`config.mk`:
```
export PLATFORM = sky130hd
export DESIGN_NAME = mavr_regs
export DESIGN_NICKNAME = d
export VERILOG_FILES = /design/src/mavr_pkg.sv /design/src/mavr_field.sv /design/src/mavr_regs.sv
export SDC_FILE = /design/constraint.sdc
export NUM_CORES = 1
export LEC_CHECK = 0
export ABC_AREA = 1
export BUFFER_PORTS_ARGS = -buffer_cell sky130_fd_sc_hd__buf_4
export CORE_MARGIN = 4
export CORE_UTILIZATION = 58
export DETAILED_ROUTE_END_ITERATION = 10
export MAX_ROUTING_LAYER = met4
export PLACE_DENSITY_LB_ADDON = 0.12
export SKIP_CTS_REPAIR_TIMING = 1
export SKIP_LAST_GASP = 1
export SLEW_MARGIN = 20
export SYNTH_ARGS = -nofsm -noshare
export SYNTH_HDL_FRONTEND = slang
export SYNTH_HIERARCHICAL = 1
export SYNTH_SLANG_ARGS = --single-unit
```
`constraint.sdc`:
```
create_clock -name clock -period 1.79 [get_ports clock]
set_input_delay 0.0895 -clock clock [delete_from_list [all_inputs] [get_ports clock]]
set_output_delay 0.0895 -clock clock [all_outputs]
set_load 0.1 [all_outputs]
```
`src/mavr_pkg.sv`:
```
/*
  Constants for the monitor alert mask and limit register bank: offsets,
  field widths, counts and reset values.
  Assumes a byte-wide register address and 16-bit register words.
*/
// Summary of operation
// - Mask bit 0 passes its status trip to the alert; 1 blocks it.
// - Input masks sit in bits 7:0 at 0x16, 0x17, 0x18; all reset to 1.
// - Temperature mask 0x19: bit3 local high, 2 remote high, 1 local low, 0 remote low.
// - Bit 4 of 0x19 masks the remote diode fault; masked after reset.
// - Each temperature low mask only suppresses its own alert source.
// - 0x1A to 0x29 are read-only 10-bit channel samples, reset zero.
// - 0x2A to 0x35 hold read-write 12-bit DAC codes, reset zero.
// - 0x36 to 0x45 hold read-write 10-bit high limits, reset 0x3FF.
// - Status read drops the alert unless a new unmasked trip arrives in that cycle; cleared status shows only on the next read.
`default_nettype none

package mavr_pkg;

  localparam int unsigned ADDR_W          = 8;
  localparam int unsigned DATA_W          = 16;

  // -----------------------------------------------------------------
  // Offsets
  // -----------------------------------------------------------------
  localparam logic [7:0]  STATUS_FIRST    = 8'h10;
  localparam logic [7:0]  STATUS_LAST     = 8'h14;
  localparam logic [7:0]  OVER_MASK_HI    = 8'h16;
  localparam logic [7:0]  UNDER_MASK_LO   = 8'h17;
  localparam logic [7:0]  UNDER_MASK_HI   = 8'h18;
  localparam logic [7:0]  TEMP_MASK       = 8'h19;
  localparam logic [7:0]  SAMPLE_BASE     = 8'h1a;
  localparam logic [7:0]  DAC_BASE        = 8'h2a;
  localparam logic [7:0]  LIMIT_BASE      = 8'h36;

  // -----------------------------------------------------------------
  // Counts and widths
  // -----------------------------------------------------------------
  localparam int unsigned CHAN_N          = 16;
  localparam int unsigned DAC_N           = 12;
  localparam int unsigned VMASK_W         = 8;
  localparam int unsigned TMASK_W         = 5;
  localparam int unsigned SAMPLE_W        = 10;
  localparam int unsigned DAC_W           = 12;

  // Temperature mask bit positions
  localparam int unsigned TM_REMOTE_LOW   = 0;
  localparam int unsigned TM_LOCAL_LOW    = 1;
  localparam int unsigned TM_REMOTE_HIGH  = 2;
  localparam int unsigned TM_LOCAL_HIGH   = 3;
  localparam int unsigned TM_DIODE_FAULT  = 4;

  // -----------------------------------------------------------------
  // Reset values
  // -----------------------------------------------------------------
  localparam logic [7:0]  VMASK_RST       = 8'hff;
  localparam logic [4:0]  TMASK_RST       = 5'h1f;
  localparam logic [9:0]  SAMPLE_RST      = 10'h000;
  localparam logic [11:0] DAC_RST         = 12'h000;
  localparam logic [9:0]  LIMIT_RST       = 10'h3ff;

endpackage

`default_nettype wire

```
`src/mavr_field.sv`:
```
/*
  One storage field of the register bank, loaded when its write strobe
  is high.
  Assumes one clock and an asynchronous active-high reset.
*/
`default_nettype none

module mavr_field #(
  parameter int unsigned  W   = 8,
  parameter logic [W-1:0] RST = '0
) (
  input  wire logic         clock,
  input  wire logic         sys_rst,
  input  wire logic         wr_en,
  input  wire logic [W-1:0] wr_data,
  output logic      [W-1:0] value
);

  logic [W-1:0] value_r;
  logic [W-1:0] value_nxt;

  always_comb begin
    value_nxt = wr_en ? wr_data : value_r;
  end

  always_ff @(posedge clock or posedge sys_rst) begin
    if (sys_rst) begin
      value_r <= RST;
    end else begin
      value_r <= value_nxt;
    end
  end

  assign value = value_r;

endmodule

`default_nettype wire

```
`src/mavr_regs.sv`:
```
/*
  Alert mask, channel sample, DAC code and high limit registers, with the
  alert output gated by the masks.
  Assumes a simple register port fed by the serial interface decoder, and
  trip levels from the status logic that lives outside this bank.
*/
`default_nettype none

module mavr_regs (
  input  wire logic         clock,
  input  wire logic         sys_rst,
  input  wire logic [7:0]   reg_addr,
  input  wire logic         reg_wr,
  input  wire logic [15:0]  reg_wdata,
  input  wire logic         reg_rd,
  output logic      [15:0]  reg_rdata,
  input  wire logic [7:0]   over_trip_hi,
  input  wire logic [15:0]  under_trip,
  input  wire logic [4:0]   temp_trip,
  input  wire logic         sample_valid,
  input  wire logic [3:0]   sample_chan,
  input  wire logic [9:0]   sample_data,
  output logic              alert,
  output logic      [143:0] dac_code,
  output logic      [159:0] high_limit
);

  // -----------------------------------------------------------------
  // Address decode
  // -----------------------------------------------------------------
  logic [7:0] sample_idx;
  logic [7:0] dac_idx;
  logic [7:0] limit_idx;
  logic       in_sample;
  logic       in_dac;
  logic       in_limit;
  logic       status_rd;

  always_comb begin
    sample_idx = reg_addr - mavr_pkg::SAMPLE_BASE;
    dac_idx    = reg_addr - mavr_pkg::DAC_BASE;
    limit_idx  = reg_addr - mavr_pkg::LIMIT_BASE;
    in_sample  = (reg_addr >= mavr_pkg::SAMPLE_BASE) && (sample_idx < 8'(mavr_pkg::CHAN_N));
    in_dac     = (reg_addr >= mavr_pkg::DAC_BASE) && (dac_idx < 8'(mavr_pkg::DAC_N));
    in_limit   = (reg_addr >= mavr_pkg::LIMIT_BASE) && (limit_idx < 8'(mavr_pkg::CHAN_N));
    status_rd  = reg_rd && (reg_addr >= mavr_pkg::STATUS_FIRST)
                 && (reg_addr <= mavr_pkg::STATUS_LAST);
  end

  // -----------------------------------------------------------------
  // Mask registers
  // -----------------------------------------------------------------
  logic [7:0] vmask_q [3];
  logic [4:0] tmask_q;

  genvar gi;
  generate
    for (gi = 0; gi < 3; gi++) begin : g_vmask
      mavr_field #(
        .W   (mavr_pkg::VMASK_W),
        .RST (mavr_pkg::VMASK_RST)
      ) u_vmask (
        .clock   (clock),
        .sys_rst (sys_rst),
        .wr_en   (reg_wr && (reg_addr == mavr_pkg::OVER_MASK_HI + 8'(gi))),
        .wr_data (reg_wdata[7:0]),
        .value   (vmask_q[gi])
      );
    end
  endgenerate

  mavr_field #(
    .W   (mavr_pkg::TMASK_W),
    .RST (mavr_pkg::TMASK_RST)
  ) u_tmask (
    .clock   (clock),
    .sys_rst (sys_rst),
    .wr_en   (reg_wr && (reg_addr == mavr_pkg::TEMP_MASK)),
    .wr_data (reg_wdata[4:0]),
    .value   (tmask_q)
  );

  // -----------------------------------------------------------------
  // Sample, DAC and limit arrays
  // -----------------------------------------------------------------
  logic [9:0]  sample_q [16];
  logic [11:0] dac_q    [12];
  logic [9:0]  limit_q  [16];

  generate
    for (gi = 0; gi < 16; gi++) begin : g_chan
      mavr_field #(
        .W   (mavr_pkg::SAMPLE_W),
        .RST (mavr_pkg::SAMPLE_RST)
      ) u_sample (
        .clock   (clock),
        .sys_rst (sys_rst),
        .wr_en   (sample_valid && (sample_chan == 4'(gi))),
        .wr_data (sample_data),
        .value   (sample_q[gi])
      );
      mavr_field #(
        .W   (mavr_pkg::SAMPLE_W),
        .RST (mavr_pkg::LIMIT_RST)
      ) u_limit (
        .clock   (clock),
        .sys_rst (sys_rst),
        .wr_en   (reg_wr && in_limit && (limit_idx[3:0] == 4'(gi))),
        .wr_data (reg_wdata[9:0]),
        .value   (limit_q[gi])
      );
      assign high_limit[gi*10 +: 10] = limit_q[gi];
    end
    for (gi = 0; gi < 12; gi++) begin : g_dac
      mavr_field #(
        .W   (mavr_pkg::DAC_W),
        .RST (mavr_pkg::DAC_RST)
      ) u_dac (
        .clock   (clock),
        .sys_rst (sys_rst),
        .wr_en   (reg_wr && in_dac && (dac_idx[3:0] == 4'(gi))),
        .wr_data (reg_wdata[11:0]),
        .value   (dac_q[gi])
      );
      assign dac_code[gi*12 +: 12] = dac_q[gi];
    end
  endgenerate

  // -----------------------------------------------------------------
  // Read data
  // -----------------------------------------------------------------
  logic [15:0] rdata_r;
  logic [15:0] rdata_nxt;

  always_comb begin
    rdata_nxt = rdata_r;
    if (reg_rd) begin
      rdata_nxt = 16'h0000;
      if (reg_addr == mavr_pkg::OVER_MASK_HI) begin
        rdata_nxt[7:0] = vmask_q[0];
      end else if (reg_addr == mavr_pkg::UNDER_MASK_LO) begin
        rdata_nxt[7:0] = vmask_q[1];
      end else if (reg_addr == mavr_pkg::UNDER_MASK_HI) begin
        rdata_nxt[7:0] = vmask_q[2];
      end else if (reg_addr == mavr_pkg::TEMP_MASK) begin
        rdata_nxt[4:0] = tmask_q;
      end else if (in_sample) begin
        rdata_nxt[9:0] = sample_q[sample_idx[3:0]];
      end else if (in_dac) begin
        rdata_nxt[11:0] = dac_q[dac_idx[3:0]];
      end else if (in_limit) begin
        rdata_nxt[9:0] = limit_q[limit_idx[3:0]];
      end
    end
  end

  always_ff @(posedge clock or posedge sys_rst) begin
    if (sys_rst) begin
      rdata_r <= 16'h0000;
    end else begin
      rdata_r <= rdata_nxt;
    end
  end

  assign reg_rdata = rdata_r;

  // -----------------------------------------------------------------
  // Alert
  // -----------------------------------------------------------------
  logic [28:0] pending;
  logic [28:0] pending_r;
  logic [28:0] fresh;
  logic        alert_r;
  logic        alert_nxt;

  always_comb begin
    pending   = {over_trip_hi & ~vmask_q[0],
                 under_trip[7:0] & ~vmask_q[1],
                 under_trip[15:8] & ~vmask_q[2],
                 temp_trip & ~tmask_q};
    fresh     = pending & ~pending_r;
    alert_nxt = alert_r;
    if (status_rd) begin
      alert_nxt = 1'b0;
    end
    if (fresh != 29'h0000_0000) begin
      alert_nxt = 1'b1;
    end
  end

  always_ff @(posedge clock or posedge sys_rst) begin
    if (sys_rst) begin
      pending_r <= 29'h0000_0000;
      alert_r   <= 1'b0;
    end else begin
      pending_r <= pending;
      alert_r   <= alert_nxt;
    end
  end

  assign alert = alert_r;
endmodule

`default_nettype wire

```
# Word level (Yosys, flattened, before mapping)
# Cells that the tools add are included.
dict set report totals {
  ff_bits 535
  latchBits 0
  ramBits 0
  romBits 0
  input_bits 72
  output_inout_bits 321
  elab_cells 207
  n_memories 0
}
dict set report classes {
  n_addsub 3
  mul 0
  div_mod_pow 0
  n_lt_le_gt_ge 11
  eq_ne 45
  n_shift 0
  n_mux 24
  bitwise 13
  n_reduce_logical 60
}
# cell n
set ops {}
lappend ops {{10-bit binary-select mux with 4-bit select} 2}
lappend ops {{4-bit == test (second input constant)} 20}
lappend ops {{10-bit 2-to-1 mux} 7}
lappend ops {{1-bit logical AND} 55}
lappend ops {{12-bit binary-select mux with 4-bit select} 1}
lappend ops {{4-bit by 3-bit == test with 1-bit output (second input constant)} 12}
lappend ops {{8-bit by 5-bit == test with 1-bit output (second input constant)} 4}
lappend ops {{29-bit bitwise AND} 1}
lappend ops {{29-bit NOT} 1}
lappend ops {{29-bit nonzero test} 1}
lappend ops {{8-bit bitwise AND} 3}
lappend ops {{4-bit by 2-bit == test with 1-bit output (second input constant)} 6}
lappend ops {{12-bit 2-to-1 mux} 2}
lappend ops {{8-bit 2-to-1 mux} 3}
lappend ops {{8-bit NOT} 3}
lappend ops {{8-bit by 5-bit greater-or-equal comparator with 1-bit output (second input constant)} 2}
lappend ops {{8-bit by 6-bit greater-or-equal comparator with 1-bit output (second input constant)} 2}
lappend ops {{8-bit by 5-bit < comparator with 1-bit output (second input constant)} 2}
lappend ops {{8-bit by 6-bit subtractor with 8-bit output (second input constant)} 2}
lappend ops {{5-bit greater-or-equal comparator (second input constant)} 3}
lappend ops {{4-bit NOT with 5-bit output} 3}
lappend ops {{4-bit by 1-bit == test with 1-bit output (second input constant)} 3}
lappend ops {{4-bit zero test} 3}
lappend ops {{4-bit 2-to-1 mux} 3}
lappend ops {{10 further kinds} 12}

# Longest topological paths before layout
dict set report logic_depth {
  depth_word 12
  depth_mapped 20
  mapped_depth_nobuf 17
}

# By module
# The synthesis kept the hierarchy.
# mod n_inst cells_each area_each_um2 seq_area_each_um2
set by_module_without_submodules {}
lappend by_module_without_submodules {mavr_regs 1 1491 7264.5 1051.0}
lappend by_module_without_submodules {{mavr_field (g_chan[0].u_limit ...)} 16 43 394.1 262.8}
lappend by_module_without_submodules {{mavr_field (g_chan[0].u_sample ...)} 16 43 381.6 250.2}
lappend by_module_without_submodules {{mavr_field (g_dac[0].u_dac ...)} 12 52 461.7 300.3}
lappend by_module_without_submodules {{mavr_field (g_vmask[0].u_vmask ...)} 3 35 319.1 210.2}
lappend by_module_without_submodules {{mavr_field (u_tmask)} 1 22 195.2 131.4}

# Least setup slack after synthesis
# Ideal clock, no wire load.
dict set report synth_path {
  kind {input -> register}
  start {input port reg_addr[1]}
  end {register g_dac[0].u_dac.value_r[10]}
  setup_ps 122
  t_arrival_ps 2222
  required_ps 1668
  slack_ps -554
  cell_stages 17
  n_path_buf 4
  cell_sequence {inv_2 buf_4 buf_2 ha_1 inv_1 nand2_2 nand2_1 nor2_2 nand2_2 buf_6 nor2_1 nand2_1 nor2_1 inv_2 buf_6 nand2_1 nand2_1}
}
dict set report synth_via {
  elab_chain_len 5
  elab_cells_between_ends 7
  classes_between {1 x add/sub; 2 x order compare; 4 x reduce/logical}
}
# element line
set synth_rtl {}
lappend synth_rtl {{start, declared} mavr_regs.sv:12} ;# input wire logic [7:0] reg_addr,
lappend synth_rtl {{8-bit by 6-bit subtractor with 8-bit output} mavr_regs.sv:41} ;# dac_idx = reg_addr - mavr_pkg::DAC_BASE;
lappend synth_rtl {{8-bit by 4-bit < comparator with 1-bit output} mavr_regs.sv:44} ;# in_dac = (reg_addr >= mavr_pkg::DAC_BASE) && (dac_idx < 8'(mavr_pkg::DAC_N));
lappend synth_rtl {{1-bit logical AND} mavr_regs.sv:44}
lappend synth_rtl {{1-bit logical AND} mavr_regs.sv:121} ;# .wr_en (reg_wr && in_dac && (dac_idx[3:0] == 4'(gi))),
lappend synth_rtl {{1-bit logical AND (*)} mavr_regs.sv:121}
lappend synth_rtl {{end signal, assigned} mavr_field.sv:30} ;# value_r <= value_nxt;
lappend synth_rtl {{end, declared} mavr_field.sv:19} ;# logic [W-1:0] value_r;
# Every way passes the cells marked *; elsewhere a longest branch is shown, timed or not.
# A chain may end at the register's enable or synchronous reset.

# Worst setup path after layout
dict set report layout_path {
  start {register g_chan[11].u_sample.value_r[3]}
  end {register rdata_r[3], in the netlist reg_rdata[3]}
}
dict set report layout_via {
  elab_chain_len 8
}
# element line
set layout_rtl {}
lappend layout_rtl {{start, declared} mavr_field.sv:19}
lappend layout_rtl {{start signal, assigned} mavr_field.sv:30}
lappend layout_rtl {{10-bit binary-select mux with 4-bit select} mavr_regs.sv:148} ;# rdata_nxt[9:0] = sample_q[sample_idx[3:0]];
lappend layout_rtl {{10-bit 2-to-1 mux (implied by the code) (2 in series)} mavr_regs.sv:148}
lappend layout_rtl {{10-bit 2-to-1 mux} mavr_regs.sv:147} ;# end else if (in_sample) begin
lappend layout_rtl {{5-bit 2-to-1 mux} mavr_regs.sv:145} ;# end else if (reg_addr == mavr_pkg::TEMP_MASK) begin
lappend layout_rtl {{8-bit 2-to-1 mux} mavr_regs.sv:143} ;# end else if (reg_addr == mavr_pkg::UNDER_MASK_HI) begin
lappend layout_rtl {{8-bit 2-to-1 mux} mavr_regs.sv:141} ;# end else if (reg_addr == mavr_pkg::UNDER_MASK_LO) begin
lappend layout_rtl {{8-bit 2-to-1 mux} mavr_regs.sv:139} ;# if (reg_addr == mavr_pkg::OVER_MASK_HI) begin
lappend layout_rtl {{end signal, assigned} mavr_regs.sv:161} ;# rdata_r <= rdata_nxt;
lappend layout_rtl {{end, declared} mavr_regs.sv:132} ;# logic [15:0] rdata_r;
# Every way passes these cells. The select of a mux whose other input is x is not followed.

==> flow_metrics.env <==
export IMPL_met2WireLength_mm=45.3
export IMPL_overflow=0
export IMPL_io_pins=393
export IMPL_crit_end="reg_rdata[3]"
export IMPL_route_met3_wl_mm=10.9
export IMPL_synth_async_reset_ratio_pct=100
export IMPL_start_util_pct=59.1
export IMPL_hold_viol_final=3
export IMPL_area_growth_syn_to_layout_pct=26.5
export IMPL_first_global_vias=24800
export IMPL_path_max_fanout=2
export IMPL_reg2reg_to="reg_rdata[3]"
export IMPL_die_width_um=221
export IMPL_maxCapViolCount=0
export IMPL_violations="hold timing"
export IMPL_clock_latency_ns=0.63
export IMPL_critPathMaxStageDelay_ns=0.38
export IMPL_synth_edf_count=0
export IMPL_core_um2=44600
export IMPL_seq_power_share_pct=40.1
export IMPL_grt_antenna_before_repair=0
export IMPL_dp_hpwl_mm=69.5
export IMPL_period_minus_slack_ns=1.74
export IMPL_synthTopCellsByArea="dfrtp_1 33%, nand2_1 32%, dfstp_2 19%"
export IMPL_netlist_instances=3618
export IMPL_worst_r2r_path_depth=14
export IMPL_track_usage_pct=39.6
export IMPL_maxSlewHeadroom_pct=42.4
export IMPL_pwr_share_clk_pct=34.1
export IMPL_drt_wirelength_per_cell_um=20.5
export IMPL_cts_tree="built"
export IMPL_highest_layer="met4"
export IMPL_clk_pin_slew_ns=0.07
export IMPL_vdd_drop_max_v=0.000947
export IMPL_cts_buffers=55
export IMPL_grt_pass1_wl_mm=148
export IMPL_initialDrtViolationCount=3758
export IMPL_num_vias=26800
export IMPL_final_nets=4240
export IMPL_synth_top_cell_area_share_pct=32.8
export IMPL_finalClockSkew_ns=0.0269
export IMPL_grt_max_degree=50
export IMPL_power_share_combinational_pct=25.7
export IMPL_path_cells="nand2_1, nand2_1, nand2_1, nand2_1, nand2_1, nand2_1, nor2_2, nor2_1, nor2_1, nand2_2, nand2_1, nand3_1, nand2_1, nand2_1"
export IMPL_setup_viol=0
export IMPL_utilization_pct=74.8
export IMPL_worst_pin_slew_ns=0.863
export IMPL_regToRegStartpoint="g_chan[11].u_sample/value[3]"
export IMPL_drc=0
export IMPL_startpoint_type="register"
export IMPL_synth_area_um2=26400
export IMPL_dr_pass1_iters=8
export IMPL_ant_nets=0
export IMPL_cp_top_family="simple AND/OR/NAND/NOR gates"
export IMPL_critPathSlowestCell="dfrtp_1"
export IMPL_worstSetupPathType="reg2reg"
export IMPL_via_per_inst=5.57
export IMPL_seq_area_frac_synth_pct=51.7
export IMPL_crit_buf_inv=0
export IMPL_yosys_warnings=6
export IMPL_outcome="finished, violations left"
export IMPL_wirelength_mm=98.7
export IMPL_min_path_type="in2reg"
export IMPL_post_route_period_util_pct=97.0
export IMPL_holdWs_ns=-0.0407
export IMPL_fill_cells=3457
export IMPL_synth_ff_type="dfrtp_1"
export IMPL_max_clock_path_buffers=3
export IMPL_clock_root_buffer="clkbuf_16"
export IMPL_path_depth=14
export IMPL_p_sw_share_pct=36.4
export IMPL_rrSetupSlack_ns=0.05
export IMPL_crit_path_end_kind="register"
export IMPL_rows=77
export IMPL_worstPathRequired_ns=2.31
export IMPL_drive_gt1_share_pct=23.2
export IMPL_htreeDepth=2
export IMPL_critPathLaunch="g_chan[11].u_sample/value[3]"
export IMPL_leakagePower_nw=18.6
export IMPL_die_y_um=221
export IMPL_p_switching_mw=13.5
export IMPL_postSynthAreaPerCell_um2=7.29
export IMPL_synth_seq_cells=535
export IMPL_powerDensity_nw_per_um2=1110
export IMPL_routabilityCongestion=1.00
export IMPL_fmax_mhz=576
export IMPL_dieArea_um2=48900
export IMPL_timing_final_max_slew_violations=0
export IMPL_synth_cell_type_count=36
export IMPL_intPower_mw=23.6
export IMPL_yosysTopAreaCell="dfrtp_1"
export IMPL_rsz0062_at_grt="true"
export IMPL_io_buffers=384
export IMPL_routedLengthMet1_mm=37.9
export IMPL_cp_common_cell="nand2_1"
export IMPL_clkSinkCount=535
export IMPL_worstPathArrival_ns=2.26
power groups by stage:
stage / logic, mW / registers, mW / clock network (mW)
3_5_place_dp: 9.26 / 15.0 / 0
3_3_place_gp: 9.14 / 15.0 / 0
2_1_floorplan: 2.60 / 18.7 / 0
6_report: 9.54 / 14.9 / 12.7
4_1_cts: 9.30 / 14.8 / 12.7
5_1_grt: 10.0 / 15.0 / 13.2
worst min-delay path by stage:
| stage | start | end | slack (ns) | cells after the start |
|---|---|---|---|---|
| after floorplan | sys_rst | g_chan[0].u_sample/value[0] | -0.07 | 1 |
| after global placement | temp_trip[3] | pending_r[3] | 0.31 | 3 |
| after detailed placement | temp_trip[3] | pending_r[3] | 0.31 | 3 |
| after CTS | temp_trip[3] | pending_r[3] | -0.32 | 3 |
| after global routing | sample_chan[3] | g_chan[10].u_sample/value[6] | 0.002 | 5 |
| final | sample_chan[3] | g_chan[10].u_sample/value[6] | -0.04 | 5 |
synthesized netlist by cell type (2+ instances only):
master / number
a21oi_1: 10
a22oi_1: 8
buf_2: 36
buf_4: 34
buf_6: 58
clkbuf_1: 7
dfrtp_1: 346
dfstp_2: 189
ha_1: 2
inv_1: 177
inv_2: 57
nand2_1: 2215
nand2_2: 5
nand2_4: 3
nand3_1: 36
nand4_1: 27
nor2_1: 244
nor2_2: 6
nor2_4: 2
nor3_1: 21
nor3_2: 2
nor4_1: 5
o21ai_0: 39
o21ai_1: 6
o21bai_1: 4
o22ai_1: 64
o31ai_1: 5
xor2_1: 2
stage by stage:
| step | power [mW] | worst slack [ns] | area, µm² | cells | TNS (ns) |
|---|---|---|---|---|---|
| floorplan | 21.3 | -0.293 | 26600 | 3621 | -38.00 |
| global placement | 24.1 | -0.388 | 30600 | 4635 | -36.36 |
| detailed placement | 24.3 | -0.380 | 30600 | 4635 | -41.02 |
| CTS | 36.8 | 0.0358 | 32600 | 4737 | 0 |
| global route | 38.2 | -0.106 | 33400 | 4803 | -0.232 |
| finish | 37.1 | 0.0530 | 33400 | 4805 | 0 |
placed cells by master, fill, tap and decap left out, drive strengths merged, types with 10 or more instances in the layout:
master	n
o22ai	64
dfrtp	346
nand3	36
nor2	252
nand4	27
nor3	23
clkinv	10
inv	237
nand2	2223
dlygate4sd3	56
clkbuf	81
a21oi	10
dfstp	189
o21ai	45
buf	569
tightest hold or removal path: cells and delay by family:
kind / cells / cell delay [ns]
buffers and inverters: 1 / 0.12
and+or+nand+nor: 4 / 0.33
registers in the layout, indices dropped and copies added, names as in the netlist:
register / count
g_chan.u_sample/value: 160
reg_rdata: 12
alert: 1
g_dac.u_dac/value: 144
pending_r: 29
g_chan.u_limit/value: 160
g_vmask.u_vmask/value: 24
u_tmask/value: 5
cells by family (layout without fill, tap and decap cells):
family,after synthesis,after routing,share of synthesized area (%)
AOI/OAI and AO/OA,138,138,3.10
other,1,6,0.0142
DFF,535,535,51.7
buffers and inverters,373,963,7.63
adders and majority gates,2,2,0.0949
and+or+nand+nor,2567,2567,37.4
xor gates and xnor gates,2,2,0.0664
routing by layer:
layer | GRT usage (%) | vias to the layer above
met1 | 53.0 | 12600
met4 | 16.6 | 0
met3 | 7.96 | 354
met2 | 59.8 | 1781
li1 | - | 12100
met5 | - | -
area by class of cell:
cell class                      count  area (µm²)  share of cell area, %
Antenna cell                        2        5.00                 0.0150
Clock buffer                       81        1650                   4.93
Clock inverter                     21         357                   1.07
Inverter                          236         907                   2.72
Multi-Input combinational cell   2713       11000                   32.9
Sequential cell                   535       13600                   40.8
Tap cell                          592         741                   2.22
Timing Repair Buffer              625        5120                   15.3
(Power assumes the default switching activity.)
